File: config.mk
export PLATFORM = sky130hd
export DESIGN_NAME = plmg_guard
export DESIGN_NICKNAME = d
export VERILOG_FILES = /design/src/rtl/plmg_pkg.sv /design/src/rtl/plmg_guard.sv /design/src/rtl/plmg_check.sv
export SDC_FILE = /design/constraint.sdc
export NUM_CORES = 2
export LEC_CHECK = 0
export BUFFER_PORTS_ARGS = -buffer_cell sky130_fd_sc_hd__buf_2
export CAP_MARGIN = 0
export CORE_MARGIN = 10
export CORE_UTILIZATION = 45
export CTS_CLUSTER_DIAMETER = 80
export DETAILED_ROUTE_END_ITERATION = 8
export REMOVE_ABC_BUFFERS = 1
export SETUP_SLACK_MARGIN = 0.4
export SLEW_MARGIN = 10
export SYNTH_ARGS = -nofsm -noshare
export SYNTH_HDL_FRONTEND = slang
export SYNTH_HIERARCHICAL = 1
export SYNTH_SLANG_ARGS = --single-unit
File: constraint.sdc
create_clock -name clk -period 4.2 [get_ports clk]
set_input_delay 0.21 -clock clk [delete_from_list [all_inputs] [get_ports clk]]
set_output_delay 0.21 -clock clk [all_outputs]
set_load 0.02 [all_outputs]
File: src/rtl/plmg_pkg.sv
// package of constants and types for the privilege level memory guard
package plmg_pkg;
    // ************************************************************
    // privilege levels
    // ************************************************************
    typedef enum logic [2:0] {
        PLMG_VENDOR_LEVEL = 3'h0,
        PLMG_SYSTEM_LEVEL_ONE = 3'h1,
        PLMG_SYSTEM_LEVEL_TWO = 3'h2,
        PLMG_SHARED_LEVEL = 3'h3,
        PLMG_APP_LEVEL_ONE = 3'h4,
        PLMG_APP_LEVEL_TWO = 3'h5
    } plmg_level_t;

    // ************************************************************
    // operations
    // ************************************************************
    typedef enum logic [1:0] {
        PLMG_OP_READ = 2'h0,
        PLMG_OP_WRITE = 2'h1,
        PLMG_OP_DELETE = 2'h2,
        PLMG_OP_EXEC = 2'h3
    } plmg_op_t;

    localparam int PLMG_NUM_LEVELS = 6;
    localparam int PLMG_NUM_OPS = 4;
    localparam int PLMG_ADDR_W = 24;
    localparam int PLMG_NUM_AREAS = 8;
    localparam int PLMG_ATTR_W = PLMG_NUM_LEVELS * PLMG_NUM_OPS;
    // permission bit index: level * 4 + op
    localparam int PLMG_OP_SHIFT = 2;
    // highest level allowed to touch the attribute storage
    localparam logic [2:0] PLMG_PRIV_MAX = 3'h2;
    // default attributes: 1 = permissive, 0 = restrictive
    localparam logic PLMG_DEFAULT_PERMISSIVE = 1'h0;
    // in restrictive mode privileged levels keep full rights
    localparam logic [23:0] PLMG_ATTR_RESTRICT = 24'h000fff;
    localparam logic [23:0] PLMG_ATTR_PERMIT = 24'hffffff;
endpackage

File: src/rtl/plmg_guard.sv
// privilege level memory guard: per access permit or deny
`timescale 1ns/100ps
module plmg_guard
    import plmg_pkg::*;
#(
    parameter int NUM_AREAS = PLMG_NUM_AREAS,
    parameter int ADDR_W = PLMG_ADDR_W
) (
    // clock and reset
    input wire logic clk,
    input wire logic rst_b,
    // level tracking from the core
    input wire logic level_load,
    input wire plmg_pkg::plmg_level_t level_new,
    input wire logic irq_enter,
    input wire logic irq_exit,
    input wire plmg_pkg::plmg_level_t irq_level,
    // access request from the core
    input wire logic req_valid,
    input wire logic [ADDR_W-1:0] req_addr,
    input wire plmg_pkg::plmg_op_t req_op,
    input wire logic req_jump,
    input wire plmg_pkg::plmg_level_t req_target_level,
    input wire logic [31:0] req_wdata,
    // access toward the memories
    output logic mem_valid,
    output logic [ADDR_W-1:0] mem_addr,
    output plmg_pkg::plmg_op_t mem_op,
    output logic [31:0] mem_wdata,
    input wire logic [31:0] mem_rdata,
    // answer to the core
    output logic [31:0] rsp_rdata,
    output logic rsp_valid,
    output logic rsp_denied,
    output plmg_pkg::plmg_level_t cur_level,
    // violation toward exception logic
    output logic violation,
    // attribute storage port
    input wire logic cfg_we,
    input wire logic cfg_re,
    input wire logic [$clog2(NUM_AREAS)-1:0] cfg_area,
    input wire logic [1:0] cfg_field,
    input wire logic [31:0] cfg_wdata,
    output logic [31:0] cfg_rdata,
    output logic cfg_err
);
    // ************************************************************
    // state
    // ************************************************************
    localparam logic [1:0] FLD_BASE = 2'h0;
    localparam logic [1:0] FLD_LIMIT = 2'h1;
    localparam logic [1:0] FLD_ATTR = 2'h2;

    plmg_level_t level, next_level, saved_level, next_saved_level;
    logic in_irq, next_in_irq;
    logic [NUM_AREAS-1:0][ADDR_W-1:0] area_base, next_area_base;
    logic [NUM_AREAS-1:0][ADDR_W-1:0] area_limit, next_area_limit;
    logic [NUM_AREAS-1:0][PLMG_ATTR_W-1:0] area_attr, next_area_attr;
    logic [31:0] next_cfg_rdata;
    logic next_cfg_err;
    logic hit, allow, granted, subj_priv;
    logic next_rsp_valid, next_rsp_denied, next_violation, next_mem_valid;
    logic [31:0] next_rsp_rdata;
    logic [ADDR_W-1:0] next_mem_addr;
    logic [31:0] next_mem_wdata;
    logic pend_read, next_pend_read;

    // ************************************************************
    // permission lookup
    // ************************************************************
    plmg_check #(.NUM_AREAS(NUM_AREAS), .ADDR_W(ADDR_W)) u_check (
        .addr(req_addr),
        .level(level),
        .op(req_op),
        .area_base(area_base),
        .area_limit(area_limit),
        .area_attr(area_attr),
        .hit(hit),
        .allow(allow)
    );

    // unmapped addresses are denied: fail closed rather than leak
    // a jump to another level needs execute rights of the current level on the target area
    // and the target level must not be more privileged than the caller
    always_comb begin
        granted = hit && allow;
        if (req_jump && req_target_level != level) begin
            granted = granted && (req_op == PLMG_OP_EXEC)
                && (req_target_level >= level);
        end
    end

    assign subj_priv = (level <= PLMG_PRIV_MAX);

    // ************************************************************
    // current level tracking
    // ************************************************************
    // one nesting level for interrupts; deeper nests need software save
    always_comb begin
        next_level = level;
        next_saved_level = saved_level;
        next_in_irq = in_irq;
        if (irq_enter && !in_irq) begin
            next_saved_level = level;
            next_level = irq_level;
            next_in_irq = 1'b1;
        end else if (irq_exit && in_irq) begin
            next_level = saved_level;
            next_in_irq = 1'b0;
        end else if (level_load && level_new <= PLMG_APP_LEVEL_TWO) begin
            next_level = level_new;
        end
    end

    // ************************************************************
    // attribute storage
    // ************************************************************
    always_comb begin
        next_area_base = area_base;
        next_area_limit = area_limit;
        next_area_attr = area_attr;
        next_cfg_rdata = cfg_rdata;
        next_cfg_err = 1'b0;
        if (cfg_we || cfg_re) begin
            if (!subj_priv) begin
                next_cfg_err = 1'b1;
                next_cfg_rdata = 32'h0;
            end else if (cfg_we) begin
                unique case (cfg_field)
                    FLD_BASE: next_area_base[cfg_area] = cfg_wdata[ADDR_W-1:0];
                    FLD_LIMIT: next_area_limit[cfg_area] = cfg_wdata[ADDR_W-1:0];
                    FLD_ATTR: next_area_attr[cfg_area] = cfg_wdata[PLMG_ATTR_W-1:0];
                    default: next_cfg_err = 1'b1;
                endcase
            end else begin
                unique case (cfg_field)
                    FLD_BASE: next_cfg_rdata = 32'(area_base[cfg_area]);
                    FLD_LIMIT: next_cfg_rdata = 32'(area_limit[cfg_area]);
                    FLD_ATTR: next_cfg_rdata = 32'(area_attr[cfg_area]);
                    default: begin
                        next_cfg_rdata = 32'h0;
                        next_cfg_err = 1'b1;
                    end
                endcase
            end
        end
    end

    // ************************************************************
    // access path
    // ************************************************************
    // the memory sees only granted requests, and read data is gated
    // by the same decision, so a denied access yields nothing
    always_comb begin
        next_mem_valid = req_valid && granted;
        next_mem_addr = next_mem_valid ? req_addr : '0;
        next_mem_wdata = next_mem_valid ? req_wdata : 32'h0;
        next_pend_read = req_valid && granted
            && (req_op == PLMG_OP_READ || req_op == PLMG_OP_EXEC);
        next_rsp_valid = req_valid;
        next_rsp_denied = req_valid && !granted;
        next_violation = req_valid && !granted;
        next_rsp_rdata = 32'h0;
        if (pend_read) begin
            next_rsp_rdata = mem_rdata;
        end
    end

    always_ff @(posedge clk) begin
        if (!rst_b) begin
            level <= PLMG_VENDOR_LEVEL;
            saved_level <= PLMG_VENDOR_LEVEL;
            in_irq <= 1'b0;
            for (int i = 0; i < NUM_AREAS; i++) begin
                area_base[i] <= '0;
                area_limit[i] <= '1;
                area_attr[i] <= PLMG_DEFAULT_PERMISSIVE ? PLMG_ATTR_PERMIT
                    : PLMG_ATTR_RESTRICT;
            end
            cfg_rdata <= 32'h0;
            cfg_err <= 1'b0;
            mem_valid <= 1'b0;
            mem_addr <= '0;
            mem_op <= PLMG_OP_READ;
            mem_wdata <= 32'h0;
            pend_read <= 1'b0;
            rsp_valid <= 1'b0;
            rsp_denied <= 1'b0;
            rsp_rdata <= 32'h0;
            violation <= 1'b0;
        end else begin
            level <= next_level;
            saved_level <= next_saved_level;
            in_irq <= next_in_irq;
            area_base <= next_area_base;
            area_limit <= next_area_limit;
            area_attr <= next_area_attr;
            cfg_rdata <= next_cfg_rdata;
            cfg_err <= next_cfg_err;
            mem_valid <= next_mem_valid;
            mem_addr <= next_mem_addr;
            mem_op <= req_op;
            mem_wdata <= next_mem_wdata;
            pend_read <= next_pend_read;
            rsp_valid <= next_rsp_valid;
            rsp_denied <= next_rsp_denied;
            rsp_rdata <= next_rsp_rdata;
            violation <= next_violation;
        end
    end

    assign cur_level = level;
endmodule // plmg_guard

File: src/rtl/plmg_check.sv
// combinational permission lookup for one access
`timescale 1ns/100ps
module plmg_check
    import plmg_pkg::*;
#(
    parameter int NUM_AREAS = PLMG_NUM_AREAS,
    parameter int ADDR_W = PLMG_ADDR_W
) (
    // access
    input wire logic [ADDR_W-1:0] addr,
    input wire plmg_pkg::plmg_level_t level,
    input wire plmg_pkg::plmg_op_t op,
    // area table
    input wire logic [NUM_AREAS-1:0][ADDR_W-1:0] area_base,
    input wire logic [NUM_AREAS-1:0][ADDR_W-1:0] area_limit,
    input wire logic [NUM_AREAS-1:0][PLMG_ATTR_W-1:0] area_attr,
    // result
    output logic hit,
    output logic allow
);
    function automatic logic perm_bit(input logic [PLMG_ATTR_W-1:0] attr,
                                      input logic [2:0] lvl, input logic [1:0] o);
        logic [4:0] idx;
        idx = {lvl, 2'h0} + {3'h0, o};
        perm_bit = attr[idx];
    endfunction

    // lowest matching area wins, so overlaps resolve predictably
    always_comb begin
        hit = 1'b0;
        allow = 1'b0;
        for (int i = NUM_AREAS - 1; i >= 0; i--) begin
            if (addr >= area_base[i] && addr <= area_limit[i]) begin
                hit = 1'b1;
                allow = perm_bit(area_attr[i], level, op);
            end
        end
    end
endmodule // plmg_check

Word level (Yosys, flattened, before mapping) --
Cells that the tools add are included.
Operators by class: add/subtract/negate cells 1, magnitude comparators 22, equality and inequality tests 5, muxes and demuxes 54, reduce and logical (&&, ||, !) cells 35
Operator list (count):
- 192-bit bitwise mux | 3
- 24-bit binary-select mux with 3-bit select | 3
- 24-bit greater-or-equal comparator | 8
- 24-bit less-or-equal comparator | 8
- 24-bit 2-to-1 mux | 4
- 24-bit demux with 3-bit select | 1
- 24-bit one-hot mux with 3 select lines | 1
- 32-bit 2-to-1 mux | 2
- 1-bit binary-select mux with 5-bit select | 8
- 1-bit 2-to-1 mux | 29
- 1-bit logical AND | 19
- 4-bit AND reduction | 3
- 3-bit 2-to-1 mux | 3
- 2-bit AND reduction | 4
- 5-bit by 6-bit less-than comparator with 1-bit output (second input constant) | 1
- 5-bit by 2-bit adder with 5-bit output | 1
- 2-bit equality test (second input constant) | 2
- 2-bit zero test | 2
- 3-bit by 4-bit less-than comparator with 1-bit output (second input constant) | 1
- 3-bit by 1-bit greater-or-equal comparator with 1-bit output (second input constant) | 1
- 3-bit greater-or-equal comparator | 1
- 3-bit by 2-bit less-or-equal comparator with 1-bit output (second input constant) | 1
- 3-bit less-or-equal comparator (second input constant) | 1
- 3-bit inequality test | 1
- other kinds (7) | 9
Word-level totals: bits in registers 710

Longest topological paths before layout --
depth in word-level cells 17, gate-level depth with buffers 15

Modules after synthesis --
The synthesis kept the hierarchy.
Modules (own cells, without submodules):
- plmg_guard | instances 1, cells an instance 3547, area each 29458.3 µm²
- plmg_check | instances 1, cells an instance 1433, area each 11252.0 µm²

Worst setup path after synthesis --
Ideal clock, no wire load.
path type register to register, start point reg area_base[131] (netlist name), end point reg mem_addr[0], arrival time 3.240 ns, slack 0.901 ns, cell stages (with the launch flop) 16, buffers on the path 2, clock period less this slack 3.299 ns, path through dfxtp_1 inv_1 ha_1 a211oi_2 nor2_1 or4_1 a221o_1 a21oi_2 nor3_1 a311oi_1 o211ai_1 a31oi_1 o2111a_1 clkbuf_1 clkbuf_1 and2_1
Between the ends: word-level cells in the longest chain between the ends 14, elaborated cells between the ends (all ways) 20, those cells by class 1 x order compare; 13 x mux; 6 x reduce/logical
Ends and longest elaborated chain:
- start: declaration | line plmg_guard.sv:56 | logic [NUM_AREAS-1:0][ADDR_W-1:0] area_base, next_area_base;
- start signal: assignment | line plmg_guard.sv:195 | area_base <= next_area_base;
- 24-bit greater-or-equal comparator (*) | line plmg_check.sv:33 | if (addr >= area_base[i] && addr <= area_limit[i]) begin
- 1-bit logical AND (*) | line plmg_check.sv:33
- 1-bit 2-to-1 mux (*) (6 in series) | line plmg_check.sv:33
- named net allow | line plmg_guard.sv:61 | logic hit, allow, granted, subj_priv;
- 1-bit logical AND (*) | line plmg_guard.sv:86 | granted = hit && allow;
- 1-bit logical AND | line plmg_guard.sv:88 | granted = granted && (req_op == PLMG_OP_EXEC)
- 1-bit logical AND | line plmg_guard.sv:89 | && (req_target_level >= level);
- 1-bit 2-to-1 mux (*) | line plmg_guard.sv:87 | if (req_jump && req_target_level != level) begin
- 1-bit logical AND (*) | line plmg_guard.sv:155 | next_mem_valid = req_valid && granted;
- 2-bit AND reduction (no source line) (*)
- end signal: assignment | line plmg_guard.sv:201 | mem_addr <= next_mem_addr;
- end: declaration | line plmg_guard.sv:27 | output logic [ADDR_W-1:0] mem_addr,
The timed path passes the listed nets; every way through them passes the cells marked *. A chain may end at the register's enable or synchronous reset.

Worst setup path after layout --
start point in req_addr[10], end point reg mem_wdata[20]
Between the ends: word-level cells in the longest chain between the ends 16, elaborated cells between the ends (all ways) 46, those cells by class 16 x order compare; 17 x mux; 13 x reduce/logical
Ends and longest elaborated chain:
- start: declaration | line plmg_guard.sv:20 | input wire logic [ADDR_W-1:0] req_addr,
- 24-bit greater-or-equal comparator / 24-bit less-or-equal comparator (equally long branches) | line plmg_check.sv:33
- 1-bit logical AND | line plmg_check.sv:33
- 1-bit 2-to-1 mux (7 in series) | line plmg_check.sv:33
- 1-bit 2-to-1 mux (*) | line plmg_check.sv:33
- named net allow | line plmg_guard.sv:61
- 1-bit logical AND (*) | line plmg_guard.sv:86
- 1-bit logical AND | line plmg_guard.sv:88
- 1-bit logical AND | line plmg_guard.sv:89
- 1-bit 2-to-1 mux (*) | line plmg_guard.sv:87
- 1-bit logical AND (*) | line plmg_guard.sv:155
- 2-bit AND reduction (no source line) (*)
- end signal: assignment | line plmg_guard.sv:203 | mem_wdata <= next_mem_wdata;
- end: declaration | line plmg_guard.sv:29 | output logic [31:0] mem_wdata,
Marked as above.

==> reports/metrics.yaml <==
clock_tree:
  clock_pin_transition_on_the_worst_setup_and_hold_timing_paths_ns: 0.06
  clkSinkCount: 702
  worst_skew_pair.late_latency_ns: 0.65
  cts_tree: "yes"
  cts.path.max_buffers: 3
  ctsRootBufferMaster: "clkbuf_16"
  tritoncts.num_buffers: 78
  clock_tree.htree_level_count: 3
synthesis:
  synth-main-ff-cell: "dfxtp_1"
  mappedNetlistArea_sq_um: 40700
  synthesized_instance_count: 4980
  unique_cell_type_count_in_the_yosys_netlist: 91
  seq_cells_post_synth: 702
  async_flop_share_pct: 0
  average_size_of_a_mapped_cell_sq_um: 8.17
  ys_warn_count: 6
  synth-edff-count: 0
  seq_area_frac_synth_pct: 34.5
critical_path:
  timing.critical_path.fanout_max: 12
  crit_path_end_kind: "flop"
  crit_path_start_kind: "primary input"
  r2r_setup_slack_ns: 0.39
  worst-endpoint-arrival_ns: 4.43
  r2r_end: "mem_wdata[20]"
  timing.reg2reg.worst_path_depth: 15
  cp_data_required_time_ns: 4.79
  startpoint_to_endpoint_class_of_the_critical_path: "primary input to flop"
  crit_reg_reg_startpoint: "area_limit[153]"
global_route:
  grt_overflow_total: 0
  grt_max_degree: 205
  grt_first_pass_wirelength_um: 236000
  first_global_vias: 36034
  global_route.usage.total_pct: 30.1
  antenna_violations_before_repair: 8
finish:
  finalNetCount: 5731
  final.fill_count: 8438
  drive_above_1_share_pct: 12.6
  final_cell_count_no_fill: 6436
  synthToLayoutAreaGrowth_pct: 14.7
timing:
  worst_clock_skew_ns: 0.0199
  final-max-slew-violation-count: 0
  hold_viol_final: 0
  hold_ws_ns: 0.0313
  timing.setup.tns_ns: 0
  finalSetupViolCount: 0
  unrepaired_setup_endpoints_after_global_routing: "no"
  layout_worst_path_cycle_share_pct: 91.2
  fin_crit_ns: 3.83
  measured_slew_at_the_worst_slew_check_pin_ns: 1.22
  achievable-frequency_mhz: 261
  timing.slew.headroom_pct: 17.5
power_and_ir_drop:
  power.density_nw_per_um2: 349
  power.static_leakage_uw: 0.0216
  vdd.ir_drop.worst_mv: 0.298
worst_hold_path:
  timing.hold.worst_endpoint: "mem_addr[9]"
  whs_path_depth: 2
  timing.hold.worst.class: "primary input to flop"
  worst_hold_startpoint: "req_addr[9]"
die:
  die_h_um: 321
  design.portCount: 275
  num_rows: 110
  design.die.area_sq_um: 103000
  floorplan.core_area_sq_um: 89900
  die_w_um: 321
  start_util_pct: 45.3
routing:
  wl_per_cell_um: 25.2
  drt_iter0_markers: 3672
  detailroute.via_count: 37812
  totalWireLength_um: 162000
  post_drt_via_cell_ratio: 5.88
  drcViolationCount: 0
  first_pass_iters: 6
  drtAntennaViolNets: 0
placed_design:
  gp_congestion: 0.967
  place.port_buffers: 258
  dp.cells: 6211
  dpl.hpwl_um: 111000
job:
  maxCapViolations: 0
status:
  status: "completed"
-- per-layer routing --
| metal | GRT usage [%] | vias to the layer above | part of all wire (%) |
|---|---|---|---|
| met2 | 47.5 | 1884 | 44 |
| li1 | - | 17546 | - |
| met5 | 0 | - | 0.014 |
| met1 | 38.3 | 17948 | 41 |
| met4 | 16.5 | 4 | 6.3 |
| met3 | 5.99 | 430 | 9.0 |
-- worst max-delay path by stage --
stage | startpoint | slack (ns) | endpoint
3_3_place_gp | req_addr[22] | 0.31 | mem_addr[12]
3_5_place_dp | req_addr[22] | 0.25 | mem_wdata[1]
2_1_floorplan | area_base[131] | 0.72 | mem_addr[0]
6_report | req_addr[10] | 0.37 | mem_wdata[20]
4_1_cts | area_base[124] | 0.41 | mem_addr[3]
5_1_grt | area_base[131] | 0.37 | mem_addr[17]
-- state kept, by name, indices dropped and copies added (netlist names) --
signal,flops
area_attr,192
area_base,192
area_limit,192
mem_wdata,32
rsp_rdata,32
cfg_rdata,24
mem_addr,24
cur_level,3
saved_level,3
mem_op,2
cfg_err,1
in_irq,1
mem_valid,1
pend_read,1
rsp_valid,1
violation,1
-- cell usage in the layout (no fill, tap or decap), types with 11 or more instances in the layout --
| cell | instances |
|---|---|
| a211oi_1 | 22 |
| a21boi_0 | 124 |
| a21boi_1 | 171 |
| a21o_1 | 71 |
| a21oi_1 | 157 |
| a221o_1 | 22 |
| a221oi_1 | 31 |
| a22o_1 | 12 |
| a22oi_1 | 36 |
| and2_1 | 62 |
| and3_1 | 38 |
| buf_2 | 256 |
| buf_4 | 126 |
| clkbuf_1 | 11 |
| clkbuf_16 | 85 |
| clkbuf_8 | 22 |
| clkinv_2 | 11 |
| dfxtp_1 | 700 |
| dlygate4sd3_1 | 77 |
| ha_1 | 388 |
| inv_1 | 384 |
| mux2i_1 | 226 |
| mux4_2 | 50 |
| nand2_1 | 1235 |
| nand2b_1 | 14 |
| nand3_1 | 333 |
| nand4_1 | 65 |
| nor2_1 | 47 |
| nor2_2 | 13 |
| nor2b_1 | 24 |
| o211ai_1 | 13 |
| o21a_1 | 12 |
| o21ai_0 | 110 |
| o21ai_1 | 23 |
| o22ai_1 | 108 |
-- power by group --
part / leakage (uW) / internal (uW) / switching, uW
registers: 0.00568 / 6760 / 83.2
logic: 0.0146 / 697 / 1330
clock network: 0.00136 / 4440 / 2970
total: 0.0216 / 11900 / 4390
-- through the flow --
stage          setup slack (ns)  total power, uW  utilization, %  area (sq um)
2_1_floorplan             0.720             7810               -         39100
3_3_place_gp              0.313             8840            47.8         42900
3_5_place_dp              0.249             8850            47.8         42900
4_1_cts                   0.413            16300            51.7         46500
5_1_grt                   0.372            16700            51.9         46700
6_report                  0.368            16300            51.9         46700
-- kinds of logic (layout without fill, tap and decap cells) --
kind of cell	after synthesis	count (layout)	share of synthesized area (%)
muxes	289	289	8.79
and+or+nand+nor	1905	1905	20.8
AOI/OAI and AO/OA	968	968	16.3
DFF	702	702	34.5
adders and majority gates	388	388	11.9
other	1	10	0.00921
buffers and inverters	727	998	7.63
-- area by class of cell --
class | instances | area [sq um] | area share, %
diodes | 2 | 5.00 | 0.0107
clock buffers | 115 | 2400 | 5.13
clock inverters | 25 | 353 | 0.756
inverters | 385 | 1450 | 3.10
multi-input cells | 3558 | 23700 | 50.7
flip-flops and latches | 702 | 14100 | 30.1
well taps | 1176 | 1470 | 3.15
repair buffers | 473 | 3270 | 7.01
-- critical path, stage by stage --
cell           delay (ns)
dlygate4sd3_1        0.54
buf_2                0.36
ha_1                 0.31
and2_0               0.15
a221o_1              0.30
a221oi_1             0.28
o211ai_1             0.27
o32ai_2              0.23
nand4_1              0.20
a311oi_1             0.38
o211ai_1             0.15
a31oi_1              0.24
o2111a_2             0.26
buf_12               0.16
clkbuf_16            0.19
and2_1               0.14
-- Yosys cell counts, drive strengths merged, types with 5 or more instances --
| library cell | count | share of area, % |
|---|---|---|
| a2111oi | 6 | 0.13 |
| a211o | 7 | 0.15 |
| a211oi | 26 | 0.52 |
| a21boi | 295 | 5.4 |
| a21o | 72 | 1.3 |
| a21oi | 160 | 2.0 |
| a221o | 22 | 0.54 |
| a221oi | 34 | 0.75 |
| a22o | 12 | 0.26 |
| a22oi | 36 | 0.66 |
| a31oi | 5 | 0.077 |
| and2 | 65 | 1.0 |
| and3 | 39 | 0.60 |
| buf | 163 | 2.4 |
| clkbuf | 179 | 1.7 |
| dfxtp | 702 | 35 |
| ha | 388 | 12 |
| inv | 385 | 3.5 |
| mux2 | 10 | 0.28 |
| mux2i | 226 | 5.6 |
| mux4 | 53 | 3.0 |
| nand2 | 1236 | 11 |
| nand2b | 18 | 0.29 |
| nand3 | 337 | 4.2 |
| nand4 | 65 | 1.0 |
| nor2 | 62 | 0.66 |
| nor2b | 26 | 0.41 |
| nor3 | 25 | 0.62 |
| nor4 | 12 | 0.20 |
| o211ai | 16 | 0.35 |
| o21a | 12 | 0.22 |
| o21ai | 134 | 1.6 |
| o22ai | 108 | 1.7 |
-- timing repair --
item,CTS,global route
hold buffers,77,0
gates cloned,0,4
setup buffers,0,2
resized for setup,2,20
pin swaps,0,11
endpoints found under the setup margin,58,58
endpoints found under the hold margin,99,0
Note: power is estimated with default switching activity, not from simulation.
